`src/eswl_pkg.sv`:
```
// Shared constants and types for the edge selectable word latch.
// Assumes one 100 MHz clock and an Avalon-MM slave port with waitrequest.
package eswl_pkg;

  // ==========================================================
  // Register map (byte addresses)
  localparam int ESWL_AW = 5;
  localparam logic [4:0] ESWL_CTRL_OFS = 5'h00;
  localparam logic [4:0] ESWL_INIT_WORD_OFS = 5'h04;
  localparam logic [4:0] ESWL_INIT_FLOAT_OFS = 5'h08;
  localparam logic [4:0] ESWL_WORD_OFS = 5'h0c;
  localparam logic [4:0] ESWL_FLOAT_OFS = 5'h10;
  localparam logic [4:0] ESWL_STATUS_OFS = 5'h14;
  localparam logic [4:0] ESWL_CMD_OFS = 5'h18;

  // ==========================================================
  // Field positions
  localparam int ESWL_MODE_LSB = 0;
  localparam int ESWL_CONN_BIT = 3;
  localparam int ESWL_RETAIN_BIT = 4;
  localparam int ESWL_LOADINIT_BIT = 5;
  localparam int ESWL_CMD_POWER_BIT = 0;
  localparam int ESWL_CMD_PROJECT_BIT = 1;
  localparam int ESWL_ST_RUN_BIT = 0;
  localparam int ESWL_ST_SAVED_BIT = 1;
  localparam int ESWL_ST_LEVEL_BIT = 2;

  // ==========================================================
  // Capture modes
  localparam logic [2:0] ESWL_MODE_HIGH = 3'h0;
  localparam logic [2:0] ESWL_MODE_LOW = 3'h1;
  localparam logic [2:0] ESWL_MODE_RISE = 3'h2;
  localparam logic [2:0] ESWL_MODE_FALL = 3'h3;
  localparam logic [2:0] ESWL_MODE_BOTH = 3'h4;

  // Kinds of value on the data input
  localparam logic [1:0] ESWL_KIND_BIN = 2'h0;
  localparam logic [1:0] ESWL_KIND_WORD = 2'h1;
  localparam logic [1:0] ESWL_KIND_ANALOG = 2'h2;
  localparam logic [1:0] ESWL_KIND_LONG = 2'h3;

  // ==========================================================
  // Reset values and float constants
  localparam logic [2:0] ESWL_MODE_RST = ESWL_MODE_HIGH;
  localparam logic ESWL_CONN_RST = 1'b1;
  localparam logic [15:0] ESWL_INIT_WORD_RST = 16'h0000;
  localparam logic [31:0] ESWL_INIT_FLOAT_RST = 32'h0000_0000;
  localparam logic [31:0] ESWL_FLOAT_ONE = 32'h3f80_0000;
  localparam logic [7:0] ESWL_BIAS = 8'h7f;

  // ==========================================================
  // Types
  typedef enum logic {ESWL_BOOT, ESWL_RUN} eswl_phase_t;

  typedef struct packed {
    logic [1:0] kind;
    logic [31:0] value;
  } eswl_data_t;

  typedef struct packed {
    logic read;
    logic write;
    logic [ESWL_AW-1:0] address;
    logic [3:0] byteenable;
    logic [31:0] writedata;
  } eswl_avs_req_t;

  typedef struct packed {
    logic prev;
  } eswl_edge_state_t;

  typedef struct packed {
    eswl_phase_t phase;
    logic new_proj;
    logic [2:0] mode;
    logic conn;
    logic retain;
    logic load_init;
    logic [15:0] init_word;
    logic [31:0] init_float;
    logic [15:0] word_holder;
    logic [31:0] float_holder;
    logic [15:0] saved_word;
    logic [31:0] saved_float;
    logic saved_valid;
    logic waitreq;
    logic [31:0] rdata;
  } eswl_core_state_t;

endpackage : eswl_pkg

```
`src/eswl_edge.sv`:
```
// Latch-control qualifier: turns the control level into a capture strobe.
// Assumes the control input comes from logic on the same clock.
`timescale 1ns/100ps
module eswl_edge (
  // Clock and reset
  input wire logic clk_i,
  input wire logic resetn_i,
  // Control and mode
  input wire logic latch_i,
  input wire logic connected_i,
  input wire logic [2:0] mode_i,
  // Result
  output logic capture_o,
  output logic level_o
);
  import eswl_pkg::*;

  eswl_edge_state_t s_q;
  eswl_edge_state_t s_d;
  logic lat_v;

  // ==========================================================
  // Qualification
  // A floating control reads as low
  assign lat_v = latch_i & connected_i;
  assign level_o = lat_v;

  // Previous sample kept for edge detection
  always_comb begin
    s_d = s_q;
    s_d.prev = lat_v;
  end

  always_ff @(posedge clk_i or negedge resetn_i) begin
    if (!resetn_i) begin
      s_q <= '0;
    end else begin
      s_q <= s_d;
    end
  end

  // Capture condition per mode; unknown codes never capture
  always_comb begin
    case (mode_i)
      ESWL_MODE_HIGH: capture_o = lat_v;
      ESWL_MODE_LOW: capture_o = !lat_v;
      ESWL_MODE_RISE: capture_o = lat_v & !s_q.prev;
      ESWL_MODE_FALL: capture_o = !lat_v & s_q.prev;
      ESWL_MODE_BOTH: capture_o = lat_v ^ s_q.prev;
      default: capture_o = 1'b0;
    endcase
  end
endmodule : eswl_edge

```
`src/eswl_convert.sv`:
```
// Input casting: maps any input kind onto the word and float holders.
// Assumes IEEE single format for analog values; purely combinational.
`timescale 1ns/100ps
module eswl_convert (
  // Incoming value
  input wire eswl_pkg::eswl_data_t data_i,
  // Cast results
  output logic [15:0] word_o,
  output logic [31:0] float_o
);
  import eswl_pkg::*;

  logic [7:0] exp_v;
  logic [39:0] int_v;
  logic [31:0] mag_v;
  logic [31:0] norm_v;
  logic [4:0] msb_v;
  logic neg_v;

  // ==========================================================
  // Float to integer, truncating toward zero
  always_comb begin
    exp_v = data_i.value[30:23];
    int_v = '0;
    if (exp_v >= ESWL_BIAS && exp_v <= ESWL_BIAS + 8'd23) begin
      int_v = {16'h0000, 1'b1, data_i.value[22:0]} >> (ESWL_BIAS + 8'd23 - exp_v);
    end else if (exp_v > ESWL_BIAS + 8'd23 && exp_v <= ESWL_BIAS + 8'd38) begin
      int_v = {16'h0000, 1'b1, data_i.value[22:0]} << (exp_v - ESWL_BIAS - 8'd23);
    end
    if (data_i.value[31]) begin
      int_v = 40'(-int_v);
    end
  end

  // ==========================================================
  // Integer to float; low bits beyond 24 are cut, not rounded
  always_comb begin
    neg_v = (data_i.kind == ESWL_KIND_LONG) && data_i.value[31];
    if (data_i.kind == ESWL_KIND_WORD) begin
      mag_v = {16'h0000, data_i.value[15:0]};
    end else begin
      mag_v = neg_v ? 32'(-data_i.value) : data_i.value;
    end
    msb_v = 5'h00;
    for (int i = 0; i < 32; i++) begin
      if (mag_v[i]) begin
        msb_v = 5'(i);
      end
    end
    norm_v = mag_v << (5'd31 - msb_v);
  end

  // Results per kind; wider integers keep their low word
  always_comb begin
    case (data_i.kind)
      ESWL_KIND_BIN: begin
        word_o = {15'h0000, data_i.value[0]};
        float_o = data_i.value[0] ? ESWL_FLOAT_ONE : 32'h0000_0000;
      end
      ESWL_KIND_ANALOG: begin
        word_o = int_v[15:0];
        float_o = data_i.value;
      end
      default: begin
        word_o = data_i.value[15:0];
        float_o = (mag_v == 32'h0000_0000) ? 32'h0000_0000 :
                  {neg_v, ESWL_BIAS + {3'b000, msb_v}, norm_v[30:8]};
      end
    endcase
  end

endmodule : eswl_convert

```
`src/eswl_latch.sv`:
```
// Edge selectable word latch: word and float holders with startup,
// retention and an Avalon-MM register port.
// Assumes data and control come from logic on the same clock.
`timescale 1ns/100ps

module eswl_latch (
  // Clock and reset
  input wire logic clk_i,
  input wire logic resetn_i,
  // Value and control
  input wire eswl_pkg::eswl_data_t data_in_i,
  input wire logic latch_i,
  // Register port
  input wire eswl_pkg::eswl_avs_req_t avs_req_i,
  output logic [31:0] avs_readdata_o,
  output logic avs_waitrequest_o,
  // Held values
  output logic [15:0] word_value_out_o,
  output logic [31:0] float_value_out_o
);
  import eswl_pkg::*;

  eswl_core_state_t s_q;
  eswl_core_state_t s_d;
  logic capture;
  logic level;
  logic [15:0] conv_word;
  logic [31:0] conv_float;
  logic req;
  logic wr_take;
  logic restart;
  logic use_saved;
  logic [31:0] rd_v;

  // ==========================================================
  // Sub-blocks
  eswl_edge u_edge (
    .clk_i(clk_i),
    .resetn_i(resetn_i),
    .latch_i(latch_i),
    .connected_i(s_q.conn),
    .mode_i(s_q.mode),
    .capture_o(capture),
    .level_o(level)
  );

  eswl_convert u_conv (
    .data_i(data_in_i),
    .word_o(conv_word),
    .float_o(conv_float)
  );

  // ==========================================================
  // Bus helpers
  // Byte-lane merge for partial writes
  function automatic logic [31:0] be_merge(
    input logic [31:0] old_v,
    input logic [31:0] new_v,
    input logic [3:0] be_v
  );
    logic [31:0] res;
    res = old_v;
    for (int b = 0; b < 4; b++) begin
      if (be_v[b]) begin
        res[b*8 +: 8] = new_v[b*8 +: 8];
      end
    end
    return res;
  endfunction : be_merge

  // A request is answered one cycle after it is seen; a write is taken then and lands at the next edge
  assign req = avs_req_i.read | avs_req_i.write;
  assign wr_take = avs_req_i.write & !s_q.waitreq;
  assign restart = wr_take && (avs_req_i.address == ESWL_CMD_OFS) &&
                   avs_req_i.byteenable[0] &&
                   (avs_req_i.writedata[ESWL_CMD_POWER_BIT] ||
                    avs_req_i.writedata[ESWL_CMD_PROJECT_BIT]);

  // Saved value is used when retention is on and holds a valid copy, unless a new project asks for the initial one
  assign use_saved = s_q.retain & s_q.saved_valid &
                     !(s_q.new_proj & s_q.load_init);

  // Read mux; unmapped addresses read as zero
  always_comb begin
    rd_v = 32'h0000_0000;
    if (avs_req_i.address == ESWL_CTRL_OFS) begin
      rd_v[ESWL_MODE_LSB +: 3] = s_q.mode;
      rd_v[ESWL_CONN_BIT] = s_q.conn;
      rd_v[ESWL_RETAIN_BIT] = s_q.retain;
      rd_v[ESWL_LOADINIT_BIT] = s_q.load_init;
    end else if (avs_req_i.address == ESWL_INIT_WORD_OFS) begin
      rd_v[15:0] = s_q.init_word;
    end else if (avs_req_i.address == ESWL_INIT_FLOAT_OFS) begin
      rd_v = s_q.init_float;
    end else if (avs_req_i.address == ESWL_WORD_OFS) begin
      rd_v[15:0] = s_q.word_holder;
    end else if (avs_req_i.address == ESWL_FLOAT_OFS) begin
      rd_v = s_q.float_holder;
    end else if (avs_req_i.address == ESWL_STATUS_OFS) begin
      rd_v[ESWL_ST_RUN_BIT] = (s_q.phase == ESWL_RUN);
      rd_v[ESWL_ST_SAVED_BIT] = s_q.saved_valid;
      rd_v[ESWL_ST_LEVEL_BIT] = level;
    end
  end

  // ==========================================================
  // Next state
  always_comb begin
    s_d = s_q;
    // Bus handshake: waitrequest drops for exactly one cycle
    s_d.waitreq = 1'b1;
    if (req && s_q.waitreq) begin
      s_d.waitreq = 1'b0;
      s_d.rdata = rd_v;
    end
    // Register writes, lane by lane
    if (wr_take) begin
      if (avs_req_i.address == ESWL_CTRL_OFS) begin
        if (avs_req_i.byteenable[0]) begin
          s_d.mode = avs_req_i.writedata[ESWL_MODE_LSB +: 3];
          s_d.conn = avs_req_i.writedata[ESWL_CONN_BIT];
          s_d.retain = avs_req_i.writedata[ESWL_RETAIN_BIT];
          s_d.load_init = avs_req_i.writedata[ESWL_LOADINIT_BIT];
        end
      end else if (avs_req_i.address == ESWL_INIT_WORD_OFS) begin
        s_d.init_word = 16'(be_merge({16'h0000, s_q.init_word}, avs_req_i.writedata,
                                     avs_req_i.byteenable));
      end else if (avs_req_i.address == ESWL_INIT_FLOAT_OFS) begin
        s_d.init_float = be_merge(s_q.init_float, avs_req_i.writedata,
                                  avs_req_i.byteenable);
      end
    end
    // Holder sequencing
    case (s_q.phase)
      ESWL_BOOT: begin
        // Startup load happens before the first capture is allowed
        if (use_saved) begin
          s_d.word_holder = s_q.saved_word;
          s_d.float_holder = s_q.saved_float;
        end else begin
          s_d.word_holder = s_q.init_word;
          s_d.float_holder = s_q.init_float;
        end
        s_d.new_proj = 1'b0;
        s_d.phase = ESWL_RUN;
      end
      ESWL_RUN: begin
        // Data is sampled in the very cycle the strobe is true
        if (capture) begin
          s_d.word_holder = conv_word;
          s_d.float_holder = conv_float;
        end
        // Power return or project download restarts the holder
        if (restart) begin
          s_d.phase = ESWL_BOOT;
          s_d.new_proj = avs_req_i.writedata[ESWL_CMD_PROJECT_BIT];
        end
      end
      default: begin
        s_d.phase = ESWL_BOOT;
      end
    endcase
    // Retained copy tracks the holder while retention is on
    if (s_d.retain) begin
      s_d.saved_word = s_d.word_holder;
      s_d.saved_float = s_d.float_holder;
      s_d.saved_valid = 1'b1;
    end
  end

  // ==========================================================
  // State register
  // The retained copy models non-volatile storage; a hard reset still
  // clears it, so only the restart command exercises retention.
  always_ff @(posedge clk_i or negedge resetn_i) begin
    if (!resetn_i) begin
      s_q <= '0;
      s_q.phase <= ESWL_BOOT;
      s_q.mode <= ESWL_MODE_RST;
      s_q.conn <= ESWL_CONN_RST;
      s_q.init_word <= ESWL_INIT_WORD_RST;
      s_q.init_float <= ESWL_INIT_FLOAT_RST;
      s_q.waitreq <= 1'b1;
    end else begin
      s_q <= s_d;
    end
  end

  // ==========================================================
  // Outputs, all straight from the state register
  assign word_value_out_o = s_q.word_holder;
  assign float_value_out_o = s_q.float_holder;
  assign avs_readdata_o = s_q.rdata;
  assign avs_waitrequest_o = s_q.waitreq;
endmodule : eswl_latch

```
`config.mk`:
```
export PLATFORM = sky130hd
export DESIGN_NAME = eswl_latch
export DESIGN_NICKNAME = d
export VERILOG_FILES = /design/src/eswl_pkg.sv /design/src/eswl_edge.sv /design/src/eswl_convert.sv /design/src/eswl_latch.sv
export SDC_FILE = /design/constraint.sdc
export NUM_CORES = 1
export LEC_CHECK = 0
export BUFFER_PORTS_ARGS = -buffer_cell sky130_fd_sc_hd__buf_2
export CAP_MARGIN = 40
export CORE_ASPECT_RATIO = 1.75
export CORE_MARGIN = 3
export CORE_UTILIZATION = 25
export CTS_CLUSTER_SIZE = 8
export DETAILED_ROUTE_END_ITERATION = 10
export GPL_TIMING_DRIVEN = 0
export SKIP_CTS_REPAIR_TIMING = 1
export SLEW_MARGIN = 20
export SYNTH_ARGS = -nofsm -noshare
export SYNTH_HDL_FRONTEND = slang
export SYNTH_HIERARCHICAL = 1
export SYNTH_SLANG_ARGS = --single-unit
```
`constraint.sdc`:
```
create_clock -name clk_i -period 6.4 [get_ports clk_i]
set_clock_uncertainty 0.15 [all_clocks]
set_input_delay 0.96 -clock clk_i [delete_from_list [all_inputs] [get_ports clk_i]]
set_output_delay 0.96 -clock clk_i [all_outputs]
set_load 0.02 [all_outputs]
```
# Yosys cells after proc, flatten, opt, wreduce, memory -nomap -nowiden
# Index checks and enable logic that the tools add are counted.
[op_classes]
reduce_logical = 23
addsub = 7
muxes = 70
n_eq_ne = 14
n_bitwise = 12
order_cmp = 4
shift = 3
[ops]
columns = ["operator", "count"]
rows = [
  ["32-bit 2-to-1 mux", 6],
  ["48-bit 2-to-1 mux", 3],
  ["16-bit 2-to-1 mux", 8],
  ["48-bit one-hot mux with 2 select lines", 1],
  ["5-bit 2-to-1 mux", 16],
  ["32-bit one-hot mux with 2 select lines", 1],
  ["50-bit 2-to-1 mux", 1],
  ["8-bit 2-to-1 mux", 6],
  ["33-bit 2-to-1 mux", 1],
  ["32-bit zero test", 1],
  ["4-bit 2-to-1 mux", 8],
  ["32-bit negator", 1],
  ["16-bit one-hot mux with 2 select lines", 1],
  ["32-bit by 5-bit left shift with 31-bit output", 1],
  ["30-bit 2-to-1 mux", 1],
  ["29-bit 2-to-1 mux", 1],
  ["26-bit 2-to-1 mux", 1],
  ["24-bit by 8-bit left shift with 16-bit output", 1],
  ["24-bit by 8-bit right shift with 16-bit output", 1],
  ["5-bit AND reduction", 4],
  ["3-bit 2-to-1 mux", 6],
  ["8-bit less-or-equal comparator (second input constant)", 2],
  ["16-bit negator", 1],
  ["5-bit equality test (second input constant)", 3],
  ["other kinds (32)", 57],
]
[word_totals]
elab_cells = 153
inputBits = 80
out_inout_bits = 81
regBits = 187

# Depth between registers and ports, before layout
[logic_depth]
ltp_word = 41
mapped_depth = 27

# Hierarchy
# Netlist, hierarchy kept.
[modules_own_cells]
columns = ["mod", "n_inst", "area_per_inst_um2", "seq_area_each_um2", "cells_per_inst"]
rows = [
  ["eswl_latch", 1, 9530.4, 4657.0, 890],
  ["eswl_convert", 1, 7019.2, 0.0, 1098],
  ["eswl_edge", 1, 107.6, 25.0, 11],
]

# Worst setup path before layout
# OpenSTA, ideal clock, no wires.
[synth_path]
path_type = "input -> register"
startpoint = "input port data_in_i[23] in the netlist's numbering"
endpoint = "register s_q[48] in the netlist's numbering"
path_stages = 26
arrival_time_ns = 6.146
setup_slack_ns = -0.023
t_required_ns = 6.122
setup_time_ns = 0.128
path_cell_list = "buf_1 > clkinv_1 > clkbuf_1 > clkbuf_1 > ha_1 > nor2b_1 > and2_1 > and4_1 > clkbuf_1 > a21boi_0 > o211ai_1 > o31ai_1 > or2_2 > clkbuf_1 > or2_1 > buf_4 > inv_2 > mux2_4 > mux2_4 > mux2i_4 > mux2i_1 > a221o_1 > nand2b_1 > o211ai_1 > o311ai_0 > mux2_1"
[synth_rtl]
columns = ["element", "line_no", "rtl"]
rows = [
  ["start, declared", "eswl_latch.sv:11", "input wire eswl_pkg::eswl_data_t data_in_i,"],
  ["end, declared", "eswl_latch.sv:23", "eswl_core_state_t s_q;"],
]

==> metrics.md <==
| Metric | Value |
|---|---|
| Outcome | finished clean |
| Nature of the critical path startpoint | input pin |
| Synth Warn # | 6 |
| Final setup TNS | 0 ns |
| Mean number of vias per cell | ~5.6 |
| Fraction of layout instances using a drive strength above 1 | between 20% and 30% |
| Slew Viols, Final | 0 |
| Hold Path Class | in2async |
| Site Rows | approximately 120 |
| Die Height | approximately 350 um |
| Largest stage delay on the critical path | about 0.45 ns |
| I/O pin total | 161 |
| Global-route wire length before repair | ~110000 um |
| HPWL after detailed placement | just over 60000 um |
| Overflow left after global routing | 0 |
| Total of max-cap violations | 0 |
| Initial antenna violation count | 6 |
| TritonCTS Sinks | 187 |
| Aggregate routed wire length | about 75000 um |
| Area growth, synth to finish | 19.3% |
| Biggest fanout along the worst timing path | 10 |
| Worst slew margin relative to its limit | ~35% |
| Remaining number of nets flagged by the antenna check after routing | 0 |
| Register bit count reported by yosys | approximately 190 |
| Flip-flop cell with the highest count after synthesis | sky130_fd_sc_hd__dfrtp_1 |
| Maximum number of pins on one net before global-route repair | 93 |
| Crit path time final | 6.39 ns |
| Critical path endpoint category | register |
| Proportion of register bits with asynchronous set or reset after synthesis | between 90% and 100% |
| Max clock buf depth | 3 |
| P_leak | approximately 8 nW |
| Capture instance of the worst register-to-register path | s_q[64]$_DFFE_PN0P_ |
| Detailed-route via count | ~17000 |
| DR pass1 iterations | 6 |
| Vias in the first global route | about 18000 |
| Number of buffers added by the clock tree synthesis step | 25 |
| Placed insts | a little over 3000 |
| DRC errors left | 0 |
| Clk Tree Root Cell | sky130_fd_sc_hd__clkbuf_16 |
| Finished Cell Area | between 15000 and 20000 um2 |
| X dimension of the die | between 200 and 250 um |
| Pwr per Cell Area | around 270 nW/um2 |
| Setup Viol. Count Final | 0 |
| Distinct cell type count of the synthesized netlist | 87 |
| Starting utilization of the core area | about a quarter |
| Category of the most critical setup path | in2reg |
| H-Tree Level Count | 4 |
| Crit-path cells | buf_2 -> clkbuf_2 -> nand3_1 -> buf_2 -> clkbuf_4 -> clkbuf_4 -> a21oi_1 -> o32ai_1 -> o21ai_1 -> a2111o_1 -> a31oi_2 -> o21ai_4 -> clkbuf_4 -> buf_4 -> mux2i_1 -> a21oi_1 -> mux2i_1 -> a222oi_1 -> o211ai_1 -> nand2b_1 -> o211ai_1 -> o311ai_0 -> mux2_1 |
| PortBufs | 150 |
| Syn avg cell area | around 8.3 um2 |
| Measured slew at the worst slew-check pin | about 0.96 ns |
| Max frequency | roughly 160 MHz |
| Post-layout instance count excluding filler cells | 3099 |
| CP most frequent cell | sky130_fd_sc_hd__clkbuf_4 |
| Number of hold-slack violations in the final timing report | 0 |
| Number of nets produced by synthesis | about 2100 |
| Initial DRC Count | 1500 |
| Share of the clock period used by the worst path after layout | roughly 100% |
| Post-synthesis sequential area ratio | 28.1% |
| TritonCTS clock tree | done |
| Worst hold-check slack | 0.126 ns |
| Total routing usage reported by global routing | 20.9% |
| Required @ worst endpoint | about 6.6 ns |
| Clock latency on the worst-skew pair | roughly 0.50 ns |
| Post-detailed-route wirelength per cell | about 24 um |
| Worst r2r path cells | 11 |
| Net count, final | between 2000 and 2500 |
| Launch point of the worst reg-to-reg path | s_q[180]$_DFFE_PN1P_ |
| EDFF count, synth | 0 |
| Crit path arrival time | ~6.6 ns |
| IR Drop Worst-Case VDD | about 0.00016 V |
| Clock-pin slew on the worst setup and hold paths | around 0.06 ns |
| Total core area | 65600 um2 |
| Weighted congestion at the end of routability-driven global placement | ~1 |
| Slack of the worst reg-to-reg path | between 2 and 3 ns |
| Post-detailed-placement cell area | approximately 19000 um2 |
| Die ar. | around 70000 um2 |
| Post-synth design cell area | 16700 um2 |
| Critical-path top delay cell | sky130_fd_sc_hd__a2111o_1 |
| Instance count of the mapped netlist | between 1500 and 2000 |
synthesized netlist by cell type, types with 33 or more instances:
master / n / area [um2]
sky130_fd_sc_hd__buf_4: 89 / 668
sky130_fd_sc_hd__a22oi_1: 33 / 248
sky130_fd_sc_hd__nand4b_1: 50 / 438
sky130_fd_sc_hd__o21ai_0: 106 / 531
sky130_fd_sc_hd__nor3_1: 36 / 180
sky130_fd_sc_hd__nand2b_1: 61 / 382
sky130_fd_sc_hd__o311ai_0: 43 / 377
sky130_fd_sc_hd__clkbuf_1: 149 / 559
sky130_fd_sc_hd__xnor2_1: 34 / 298
sky130_fd_sc_hd__mux2i_1: 96 / 961
sky130_fd_sc_hd__mux2_2: 98 / 1100
sky130_fd_sc_hd__inv_1: 86 / 323
sky130_fd_sc_hd__dfrtp_1: 185 / 4630
sky130_fd_sc_hd__nor2_1: 86 / 323
sky130_fd_sc_hd__o211ai_1: 78 / 586
sky130_fd_sc_hd__a21oi_1: 109 / 546
sky130_fd_sc_hd__nand2_1: 194 / 728
where the power goes:
part	leakage, nW	switching, mW	internal, mW
Sequential	2.28	0.360	1.54
Combinational	5.37	1.27	0.960
Clock	0.331	0.486	0.725
Total	7.98	2.12	3.22
placed cells by master, fill, tap and decap left out, types with 78 or more instances in the layout:
master / n
sky130_fd_sc_hd__mux2i_1: 81
sky130_fd_sc_hd__buf_2: 171
sky130_fd_sc_hd__nand2_1: 193
sky130_fd_sc_hd__o21ai_0: 102
sky130_fd_sc_hd__a21oi_1: 106
sky130_fd_sc_hd__buf_4: 101
sky130_fd_sc_hd__mux2_2: 98
sky130_fd_sc_hd__inv_1: 84
sky130_fd_sc_hd__dfrtp_1: 185
sky130_fd_sc_hd__nor2_1: 86
sky130_fd_sc_hd__clkbuf_1: 135
sky130_fd_sc_hd__o211ai_1: 78
metal layers:
layer	track usage, %	wire (um)	vias up	part of all wire [%]
li1	-	-	7767	-
met1	21.5	26600	8309	35
met2	37.9	37600	817	50
met3	3.52	4250	326	5.7
met4	15.2	6720	6	8.9
met5	0	34	-	0.045
kinds of logic after synthesis:
group / after synthesis / synth area share (%)
simple gates: 597 / 19.1
compound gates: 569 / 23.2
buf+inv: 354 / 10.1
mux: 231 / 15.9
flops: 187 / 28.1
xor+xnor: 47 / 2.47
fa+ha+maj: 14 / 1.05
registers in the layout, summed over array words and instances (netlist names):
name               count
avs_readdata_o        32
s_q                  105
u_edge/s_q             1
word_value_out_o      16
avs_waitrequest_o      1
float_value_out_o     32
worst max path at each step:
stage / from / depth (start not counted) / endpoint
finish: data_in_i[33] / 23 / s_q[51]$_DFFE_PN0P_
global route: data_in_i[23] / 25 / s_q[47]$_DFFE_PN0P_
CTS: data_in_i[0] / 22 / s_q[40]$_DFFE_PN0P_
detailed placement: data_in_i[0] / 22 / s_q[40]$_DFFE_PN0P_
global placement: data_in_i[0] / 22 / s_q[56]$_DFFE_PN0P_
floorplan: data_in_i[23] / 26 / s_q[48]$_DFFE_PN0P_
metrics by stage:
stage               worst slack [ns]  utilization, %  total power, mW
global placement               -1.87            28.2             4.03
finish                        0.0128            30.3             5.34
detailed placement             -1.91            28.5             4.05
CTS                            -1.41            29.5             5.28
floorplan                     0.0559               -             3.24
global route                -0.00153            30.2             5.60
critical path: cells and delay by family:
| family | cells | cell delay (ns) |
|---|---|---|
| AND/OR/NAND/NOR | 2 | 0.41 |
| multiplexers | 3 | 0.74 |
| buffers and inverters | 7 | 1.66 |
| AO/OA/AOI/OAI | 11 | 2.80 |
layout make-up:
| class | count | area [um2] |
|---|---|---|
| plain buffers | 262 | 1410 |
| diodes | 5 | 12.5 |
| inverters | 89 | 337 |
| well taps | 882 | 1100 |
| clock buffers | 30 | 664 |
| fillers | 7089 | 45800 |
| repair buffers | 184 | 1050 |
| clock inverters | 2 | 16.3 |
| multi-input cells | 1458 | 10600 |
| flip-flops and latches | 187 | 4680 |
(Power assumes the default switching activity.)
